==> config.mk <==
export PLATFORM = sky130hd
export DESIGN_NAME = smspc_top
export DESIGN_NICKNAME = d
export VERILOG_FILES = /design/src/smspc_pkg.sv /design/src/smspc_sync.sv /design/src/smspc_buf.sv /design/src/smspc_top.sv
export VERILOG_INCLUDE_DIRS = /design/src
export SDC_FILE = /design/constraint.sdc
export NUM_CORES = 1
export LEC_CHECK = 0
export BUFFER_PORTS_ARGS = -buffer_cell sky130_fd_sc_hd__buf_4
export CORE_UTILIZATION = 38
export CTS_BUF_LIST = sky130_fd_sc_hd__clkbuf_8
export CTS_CLUSTER_SIZE = 8
export DETAILED_ROUTE_END_ITERATION = 8
export PLACE_DENSITY = 0.6
export RECOVER_POWER = 50
export SYNTH_ARGS = -nofsm -noshare
export SYNTH_HDL_FRONTEND = slang
export SYNTH_HIERARCHICAL = 1
export SYNTH_SLANG_ARGS = --single-unit
==> constraint.sdc <==
create_clock -name clock -period 3 [get_ports clock]
set_input_delay 0.45 -clock clock [delete_from_list [all_inputs] [get_ports clock]]
set_output_delay 0.45 -clock clock [all_outputs]
set_load 0.005 [all_outputs]
==> src/smspc_consts.svh <==
`ifndef SMSPC_CONSTS_SVH
`define SMSPC_CONSTS_SVH
// register byte addresses
`define SMSPC_ADR_CTRL 4'h0
`define SMSPC_ADR_WDATA 4'h4
`define SMSPC_ADR_RDATA 4'h8
`define SMSPC_ADR_STATUS 4'hC
// control register fields
`define SMSPC_CTRL_START 0
`define SMSPC_CTRL_WRITE 1
`define SMSPC_CTRL_ROM 2
`define SMSPC_CTRL_IDX_LO 4
`define SMSPC_CTRL_IDX_HI 5
`define SMSPC_CTRL_LEN_LO 8
`define SMSPC_CTRL_LEN_HI 15
// status register fields
`define SMSPC_ST_BUSY 0
`define SMSPC_ST_PWRDN 1
`define SMSPC_ST_HALTED 2
`define SMSPC_ST_POSTDONE 3
`define SMSPC_ST_CMDERR 4
`define SMSPC_ST_HOSTMODE 5
`define SMSPC_ST_CNT_LO 6
`define SMSPC_ST_CNT_HI 7
`define SMSPC_ST_TESTOK 8
`define SMSPC_RD_VALID 8
// timing: read/write clock half period
`define SMSPC_CLK_NS 100
`define SMSPC_SHCLK_HALF_NS 200
`define SMSPC_SHCLK_HALF_CYC ((`SMSPC_SHCLK_HALF_NS + `SMSPC_CLK_NS - 1) / `SMSPC_CLK_NS)
// widths and buffer depth
`define SMSPC_BITS_PER_WORD 4'h8
`define SMSPC_SYNC_W 8
`define SMSPC_BUF_DEPTH 2'h2
`endif

==> src/smspc_pkg.sv <==
package smspc_pkg;
    typedef enum logic [2:0] {
        SMSPC_IDLE,
        SMSPC_SHIFT,
        SMSPC_PUSH,
        SMSPC_HALT,
        SMSPC_FINISH
    } smspc_eng_t;
    typedef logic [7:0] smspc_word_t;
endpackage : smspc_pkg

==> src/smspc_sync.sv <==
`include "smspc_consts.svh"
module smspc_sync (
    input wire logic clock, // system clock
    input wire logic reset_n, // async reset
    input wire logic [`SMSPC_SYNC_W-1:0] async, // pins from outside
    output logic [`SMSPC_SYNC_W-1:0] synced // after two flops
);
    logic [`SMSPC_SYNC_W-1:0] stage1_r;
    always_ff @(posedge clock or negedge reset_n) begin
        if (!reset_n) begin
            stage1_r <= '0;
            synced <= '0;
        end else begin
            stage1_r <= async;
            synced <= stage1_r;
        end
    end
endmodule : smspc_sync

==> src/smspc_buf.sv <==
`include "smspc_consts.svh"
module smspc_buf
    import smspc_pkg::*;
(
    input wire logic clock, // system clock
    input wire logic reset_n, // async reset
    input wire smspc_pkg::smspc_word_t inData, // word from shifter
    input wire logic inValid, // word offered
    output logic inReady, // room for a word
    output smspc_pkg::smspc_word_t outData, // oldest word
    output logic outValid, // a word is held
    input wire logic outReady // reader takes oldest
);
    smspc_word_t mem [2];
    logic [1:0] count_r;
    logic wrPtr_r;
    logic rdPtr_r;
    wire logic push = inValid && inReady;
    wire logic pop = outValid && outReady;
    assign inReady = (count_r != `SMSPC_BUF_DEPTH);
    assign outValid = (count_r != 2'h0);
    assign outData = mem[rdPtr_r];
    always_ff @(posedge clock) begin
        if (push) begin
            mem[wrPtr_r] <= inData;
        end
    end
    always_ff @(posedge clock or negedge reset_n) begin
        if (!reset_n) begin
            wrPtr_r <= 1'b0;
            rdPtr_r <= 1'b0;
            count_r <= 2'h0;
        end else begin
            if (push) wrPtr_r <= !wrPtr_r;
            if (pop) rdPtr_r <= !rdPtr_r;
            count_r <= count_r + {1'b0, push} - {1'b0, pop};
        end
    end
endmodule : smspc_buf

==> src/smspc_top.sv <==
// Our own choices: the address map and the Wishbone slave port.
`include "smspc_consts.svh"
// Function
// - data line drives write bits and samples read-back bits of serial registers
// - voice ROM read data comes in on its own input line
// - four active-low memory selects, one per external memory
// - mode input low means stand-alone, high means host interface mode
// - reset input high clears internal state and enters power-down; the code keeps postDone_r, cmdErr_r and the read buffer
// - power-down input low enters power-down without clearing state
// - power-down while writing halts; on release the write is completed
// - active-low write select chooses between read and write
// - read/write clock shifts data out of or into the memories
module smspc_top
    import smspc_pkg::*;
(
    input wire logic clock, // 10 MHz system clock
    input wire logic reset_n, // async reset
    input wire logic wb_cyc_i, // wishbone cycle
    input wire logic wb_stb_i, // wishbone strobe
    input wire logic wb_we_i, // wishbone write
    input wire logic [3:0] wb_adr_i, // byte address
    input wire logic [3:0] wb_sel_i, // byte lanes
    input wire logic [31:0] wb_dat_i, // write data
    output logic [31:0] wb_dat_o, // read data
    output logic wb_ack_o, // acknowledge
    input wire logic memoryDataIn, // data line level
    output logic memoryDataOut, // data line drive value
    output logic memoryDataOe_n, // low while driving the line
    input wire logic romSerialDataIn, // voice rom serial data
    output logic memorySelect1_n, // memory select 1
    output logic memorySelect2_n, // memory select 2
    output logic memorySelect3_n, // memory select 3
    output logic memorySelect4_n, // memory select 4
    output logic memoryWriteSel_n, // low selects write
    output logic memoryRwClock, // read/write shift clock
    input wire logic memoryCountSelLo, // fitted count, low bit
    input wire logic memoryCountSelHi, // fitted count, high bit
    input wire logic hostInterfaceModeSel, // high: host mode
    input wire logic powerDownRequest_n, // low: power down
    input wire logic chipResetRequest, // high: reset and power down
    input wire logic testLowPin, // must be low in use
    input wire logic testHighPin // must be high in use
);
    // =====================================================
    // pin synchronisers
    // =====================================================
    logic [`SMSPC_SYNC_W-1:0] syn;
    smspc_sync uSync (
        .clock(clock),
        .reset_n(reset_n),
        .async({testHighPin, testLowPin, chipResetRequest, powerDownRequest_n,
                hostInterfaceModeSel, memoryCountSelHi, memoryCountSelLo,
                memoryDataIn}),
        .synced(syn)
    );
    // rom line needs its own stage; keep it separate from the shared vector
    logic romS1_r;
    logic romS2_r;
    always_ff @(posedge clock or negedge reset_n) begin
        if (!reset_n) begin
            romS1_r <= 1'b0;
            romS2_r <= 1'b0;
        end else begin
            romS1_r <= romSerialDataIn;
            romS2_r <= romS1_r;
        end
    end
    wire logic [1:0] fittedIdx = syn[2:1];
    wire logic hostMode = syn[3];
    wire logic pdReq = !syn[4];
    wire logic chipRst = syn[5];
    wire logic testOk = !syn[6] && syn[7];
    // =====================================================
    // wishbone slave
    // =====================================================
    logic ack_r;
    logic [31:0] rdat_r;
    wire logic access = wb_cyc_i && wb_stb_i && !ack_r;
    wire logic wrAcc = access && wb_we_i;
    wire logic ctrlWr = wrAcc && (wb_adr_i == `SMSPC_ADR_CTRL) && wb_sel_i[0];
    wire logic rdPop = access && !wb_we_i && (wb_adr_i == `SMSPC_ADR_RDATA);
    assign wb_ack_o = ack_r;
    assign wb_dat_o = rdat_r;
    // =====================================================
    // engine and control state
    // =====================================================
    smspc_eng_t engState_r;
    smspc_word_t shReg_r;
    smspc_word_t wdata_r;
    logic [7:0] bytesLeft_r;
    logic [3:0] bitCnt_r;
    logic wr_r;
    logic rom_r;
    logic [1:0] idx_r;
    logic rwClk_r;
    logic pwrDown_r;
    logic halted_r;
    logic postDone_r;
    logic cmdErr_r;
    logic [1:0] divCnt_r;
    logic tick;
    logic bufInReady;
    logic bufOutValid;
    smspc_word_t bufOutData;

    function automatic logic idxAllowed(input logic [1:0] idx, input logic rom,
                                        input logic [1:0] fitted);
        idxAllowed = rom || (idx <= fitted);
    endfunction : idxAllowed

    wire logic [1:0] reqIdx = wb_dat_i[`SMSPC_CTRL_IDX_HI:`SMSPC_CTRL_IDX_LO];
    wire logic reqRom = wb_dat_i[`SMSPC_CTRL_ROM];
    // start refused outside host mode, while busy, powered down or out of range
    wire logic startOk = ctrlWr && wb_dat_i[`SMSPC_CTRL_START] && hostMode
        && (engState_r == SMSPC_IDLE) && !pwrDown_r && !pdReq
        && idxAllowed(reqIdx, reqRom, fittedIdx);
    wire logic startBad = ctrlWr && wb_dat_i[`SMSPC_CTRL_START] && !startOk;

    // rw clock rate divider: one enable per half period
    always_ff @(posedge clock or negedge reset_n) begin
        if (!reset_n) begin
            divCnt_r <= 2'h0;
            tick <= 1'b0;
        end else if (divCnt_r == 2'(`SMSPC_SHCLK_HALF_CYC - 1)) begin
            divCnt_r <= 2'h0;
            tick <= 1'b1;
        end else begin
            divCnt_r <= divCnt_r + 2'h1;
            tick <= 1'b0;
        end
    end

    // power-down follows the pins; reset pin also clears the engine
    always_ff @(posedge clock or negedge reset_n) begin
        if (!reset_n) begin
            pwrDown_r <= 1'b1;
        end else begin
            pwrDown_r <= chipRst || pdReq;
        end
    end

    always_ff @(posedge clock or negedge reset_n) begin
        if (!reset_n) begin
            wdata_r <= 8'h00;
        end else if (wrAcc && (wb_adr_i == `SMSPC_ADR_WDATA) && wb_sel_i[0]) begin
            wdata_r <= wb_dat_i[7:0];
        end
    end

    // the first shift edge waits until the select pin is already low, so the
    // synchronised read line holds the memory's first bit when it is sampled
    wire logic selDriven = ({memorySelect4_n, memorySelect3_n, memorySelect2_n,
                             memorySelect1_n} != 4'hF);
    wire logic readBit = rom_r ? romS2_r : syn[0];
    always_ff @(posedge clock or negedge reset_n) begin
        if (!reset_n) begin
            engState_r <= SMSPC_IDLE;
            shReg_r <= 8'h00;
            bytesLeft_r <= 8'h00;
            bitCnt_r <= 4'h0;
            wr_r <= 1'b0;
            rom_r <= 1'b0;
            idx_r <= 2'h0;
            rwClk_r <= 1'b0;
            halted_r <= 1'b0;
        end else if (chipRst) begin
            engState_r <= SMSPC_IDLE;
            bitCnt_r <= 4'h0;
            rwClk_r <= 1'b0;
            halted_r <= 1'b0;
        end else begin
            unique case (engState_r)
                SMSPC_IDLE: begin
                    if (startOk) begin
                        engState_r <= SMSPC_SHIFT;
                        wr_r <= wb_dat_i[`SMSPC_CTRL_WRITE];
                        rom_r <= reqRom && !wb_dat_i[`SMSPC_CTRL_WRITE];
                        idx_r <= reqIdx;
                        bytesLeft_r <= wb_dat_i[`SMSPC_CTRL_LEN_HI:`SMSPC_CTRL_LEN_LO];
                        shReg_r <= wdata_r;
                        bitCnt_r <= 4'h0;
                    end
                end
                SMSPC_SHIFT: begin
                    if (pdReq && !rwClk_r) begin
                        engState_r <= SMSPC_HALT;
                        halted_r <= 1'b1;
                    end else if (tick && !rwClk_r && bitCnt_r == `SMSPC_BITS_PER_WORD) begin
                        engState_r <= wr_r ? SMSPC_FINISH : SMSPC_PUSH;
                    end else if (tick && !rwClk_r && selDriven) begin
                        rwClk_r <= 1'b1;
                        bitCnt_r <= bitCnt_r + 4'h1;
                    end else if (tick && rwClk_r) begin
                        // read bits taken mid-bit: the two-flop delay eats the first half
                        rwClk_r <= 1'b0;
                        shReg_r <= {shReg_r[6:0], wr_r ? 1'b0 : readBit};
                    end
                end
                SMSPC_PUSH: begin
                    // stalls here while the read buffer is full or power-down is asked
                    if (bufInReady && !pdReq) begin
                        bitCnt_r <= 4'h0;
                        if (bytesLeft_r <= 8'h01) begin
                            engState_r <= SMSPC_FINISH;
                        end else begin
                            bytesLeft_r <= bytesLeft_r - 8'h01;
                            engState_r <= SMSPC_SHIFT;
                        end
                    end
                end
                SMSPC_HALT: begin
                    if (!pdReq) begin
                        engState_r <= SMSPC_SHIFT;
                        halted_r <= 1'b0;
                    end
                end
                SMSPC_FINISH: begin
                    engState_r <= SMSPC_IDLE;
                    rwClk_r <= 1'b0;
                end
            endcase
        end
    end

    // sticky flags: the set wins over a same-cycle clear
    always_ff @(posedge clock or negedge reset_n) begin
        if (!reset_n) begin
            postDone_r <= 1'b0;
            cmdErr_r <= 1'b0;
        end else begin
            if (engState_r == SMSPC_HALT && !pdReq && !chipRst && wr_r) begin
                postDone_r <= 1'b1;
            end else if (wrAcc && wb_adr_i == `SMSPC_ADR_STATUS && wb_sel_i[0]
                         && wb_dat_i[`SMSPC_ST_POSTDONE]) begin
                postDone_r <= 1'b0;
            end
            if (startBad) begin
                cmdErr_r <= 1'b1;
            end else if (startOk) begin
                cmdErr_r <= 1'b0;
            end
        end
    end

    // =====================================================
    // pins: registered from engine state
    // =====================================================
    wire logic active = (engState_r != SMSPC_IDLE);
    always_ff @(posedge clock or negedge reset_n) begin
        if (!reset_n) begin
            memoryDataOe_n <= 1'b1;
            memoryDataOut <= 1'b0;
            memoryWriteSel_n <= 1'b1;
            memoryRwClock <= 1'b0;
            {memorySelect4_n, memorySelect3_n, memorySelect2_n, memorySelect1_n} <= 4'hF;
        end else begin
            memoryDataOe_n <= !(engState_r == SMSPC_SHIFT && wr_r);
            memoryDataOut <= shReg_r[7];
            memoryWriteSel_n <= !(active && wr_r);
            memoryRwClock <= rwClk_r;
            memorySelect1_n <= !(active && idx_r == 2'h0);
            memorySelect2_n <= !(active && idx_r == 2'h1);
            memorySelect3_n <= !(active && idx_r == 2'h2);
            memorySelect4_n <= !(active && idx_r == 2'h3);
        end
    end

    // =====================================================
    // read buffer
    // =====================================================
    smspc_buf uBuf (
        .clock(clock),
        .reset_n(reset_n),
        .inData(shReg_r),
        .inValid(engState_r == SMSPC_PUSH),
        .inReady(bufInReady),
        .outData(bufOutData),
        .outValid(bufOutValid),
        .outReady(rdPop)
    );

    // =====================================================
    // bus answer
    // =====================================================
    always_ff @(posedge clock or negedge reset_n) begin
        if (!reset_n) begin
            ack_r <= 1'b0;
            rdat_r <= 32'h0000_0000;
        end else begin
            ack_r <= access;
            if (access && !wb_we_i) begin
                unique case (wb_adr_i)
                    `SMSPC_ADR_CTRL: rdat_r <= {16'h0000, bytesLeft_r, 2'h0, idx_r,
                                                1'b0, rom_r, wr_r, active};
                    `SMSPC_ADR_WDATA: rdat_r <= {24'h00_0000, wdata_r};
                    `SMSPC_ADR_RDATA: rdat_r <= {23'h00_0000, bufOutValid, bufOutData};
                    `SMSPC_ADR_STATUS: rdat_r <= {23'h00_0000, testOk, fittedIdx,
                                                  hostMode, cmdErr_r, postDone_r,
                                                  halted_r, pwrDown_r, active};
                    default: rdat_r <= 32'h0000_0000;
                endcase
            end
        end
    end
endmodule : smspc_top

==> flow_summary.ini <==
[outcome]
status = finished clean

[floorplanning]
dieWidth_um = 116
fp.dieArea_mm2 = 0.0134
chipHeight_um = 116
placementRows = 41
core-area_mm2 = 0.0126
ioPinCount = 95
initial_utilization_pct = 39.0

[power_and_ir_drop]
clockPowerShare_pct = 25.2
peakVddDrop_mv = 0.410
power_switching_uw = 1080
p_int_uw = 2270
total_power_uw = 3360
power_density_mw_per_mm2 = 586
combinationalPowerShare_pct = 22.1
p_leak_uw = 0.00256
sw_frac_of_total_pct = 32.3
power.sequential.fraction_pct = 52.7

[grt]
grt_overflow = 0
grt_pass1_vias = 3322
grt_usage_pct = 17.1
grt_antenna_before_repair = 0
largest_net_degree_at_the_start_of_global_routing = 55
grt_pass1_wl_um = 17100

[synth]
ys.warnings.count = 6
postSynthCellCount = 427
synth.yosys.seq_area_share_pct = 55.7
synth_enable_flop_cells = 16
synthFlopType = dfrtp_1
async_flop_share_pct = 84.9
syn_area_per_cell_um2 = 11.5
synth-seq-cells = 106
synth.cell_area_mm2 = 0.00492
synth.lib_cells_used.distinct = 61

[detailed_routing]
drt.antenna.violating_nets = 0
drc = 0
routed-via-count = 3368
dr.pass1.iters = 4
detailedRoute.firstIterationViolations = 266
routed_wirelength_um = 10500
avgViaCountPerCell = 5.02
avgRoutedWirePerCell_um = 15.6

[clock_network]
cts_root_buffer = clkbuf_8
htree_num_levels = 3
max-clock-path-buffers = 2
worstSkewPairLatency_ps = 390
tritoncts = built
numCtsBuffers = 9
clk_pin_slew_worst_paths_ps = 100
post-cts-setup-buffer-count = 0
cts.hold.buffers_added = 0
cts.repair.resized = 0
tritoncts_num_sinks = 106

[run]
maxCapViolations = 0

[timing]
post_layout_min_period_ps = 2630
min_period_over_period_pct = 87.7
timing_worst_slew_pin_value_ps = 1330
setup-violations-final = 0
totalNegativeSetupSlack_ps = 0
timing.final.max_slew_violations = 0
grt_setup_unrepaired = false
finalHoldViolCount = 0
final.setup_skew_ps = 10.5
achievable-frequency_mhz = 380
slew_headroom_pct = 11.0

[worst_setup_path]
setup.worst_path.start_class = register
r2r_end = shReg_r[4]$_DFFE_PN0P_
required_ps = 3280
worst_r2r_startpoint = uSync/synced[2]$_DFF_PN0_
r2r_setup_slack_ps = 370
critPathMaxFanout = 8
critical_path_arrival_ps = 2910
worst_r2r_path_depth = 8
setup.worst_path.end_class = register
critPathKind = register to register

[cells_and_area]
final_nets = 555
antennaDiodeCount = 0
most_frequent_standard_cell_in_the_layout_excluding_fill_and_tap_cells = dfrtp_1
final_core_util_pct = 45.4
final_layout_size_suffix_gt1_share_pct = 28.1
synthToLayoutAreaGrowth_pct = 16.4
mostFrequentLayoutCells = dfrtp_1 (83), buf_4 (62), nand2_1 (58)
final_instance_area_mm2 = 0.00573
final_cells = 671

[placed_design]
placed_cells_incl_taps = 655
numPortBuffers = 59
detailed_place.area_mm2 = 0.00555
finalWeightedCongestion = 0.824
final_hpwl_dp_um = 7460

[hold_path]
min_path_cells = 1
hp-start = memoryDataIn
worstHoldPathType = input port to register
worstHoldEndpoint = uSync/stage1_r[0]$_DFF_PN0_
-- worst max-delay path, stage by stage (launching register included) --
cell and delay (ps):
dfrtp_1 370, inv_1 50, ha_1 290, nor2b_1 150, o21a_1 210, or4_4 540, a2111oi_4 350, buf_4 220
mux2_2 340
-- metal layers --
layer	GRT usage (%)	share of wire [%]
met1	23.9	49
met2	25.9	45
met3	4.71	5.0
met4	5.21	1.0
met5	0	0
-- cell type report --
type	count	area [um^2]
fillers	1194	6890
flip-flops and latches	106	2740
multi-input cells	292	2000
repair buffers	74	546
well taps	172	215
clock buffers	9	124
clock inverters	7	58.8
inverters	11	41.3
-- flip-flops by register name, indices dropped and copies added (netlist names), 2 cells and up --
name            flops
divCnt_r            2
uBuf/mem           16
bytesLeft_r         8
uSync/stage1_r      8
bitCnt_r            4
idx_r               2
wdata_r             8
shReg_r             8
engState_r          3
wb_dat_o           16
uSync/synced        8
uBuf/count_r        2
-- logic make-up after synthesis --
logic type | synth area share (%)
and+or+nand+nor | 15.0
DFF | 55.7
AOI/OAI and AO/OA | 12.2
buffers and inverters | 4.76
muxes | 9.92
adders and majority gates | 1.78
xor gates and xnor gates | 0.534
other | 0.0762
-- through the flow --
stage               worst slack, ps  hold slack [ps]
floorplan                       304              154
global placement                217              334
detailed placement              171              335
CTS                             359              103
global route                    293              151
finish                          369              186
-- synthesized netlist by cell type, types with 9 or more instances --
master / n / area (um^2)
a22o_1: 12 / 105
nand2_1: 58 / 218
inv_1: 11 / 41.3
nand2b_1: 9 / 56.3
o21ai_0: 19 / 95.1
clkbuf_1: 15 / 56.3
dfrtp_1: 83 / 2080
edfxtp_1: 16 / 480
a21oi_1: 11 / 55.1
buf_4: 16 / 120
nand3_1: 9 / 45.0
nor2b_1: 9 / 56.3
mux2_2: 32 / 360
nor2_1: 29 / 109
-- power groups by stage --
stage                     combinational, uW  sequential, uW  clock, uW
after floorplan                         534            1730          0
after global placement                  724            1790          0
after detailed placement                744            1800          0
after CTS                               747            1770        887
after global routing                    837            1800        940
final                                   741            1770        845
-- how the worst max path moves through the flow --
stage                                   to                       from
floorplan           shReg_r[0]$_DFFE_PN0P_                wb_adr_i[3]
global placement    shReg_r[7]$_DFFE_PN0P_                wb_dat_i[5]
detailed placement  shReg_r[6]$_DFFE_PN0P_                wb_dat_i[5]
CTS                 shReg_r[4]$_DFFE_PN0P_  uSync/synced[2]$_DFF_PN0_
global route        shReg_r[4]$_DFFE_PN0P_  uSync/synced[2]$_DFF_PN0_
finish              shReg_r[4]$_DFFE_PN0P_  uSync/synced[2]$_DFF_PN0_
No activity file was read; power rests on OpenSTA's default activity.
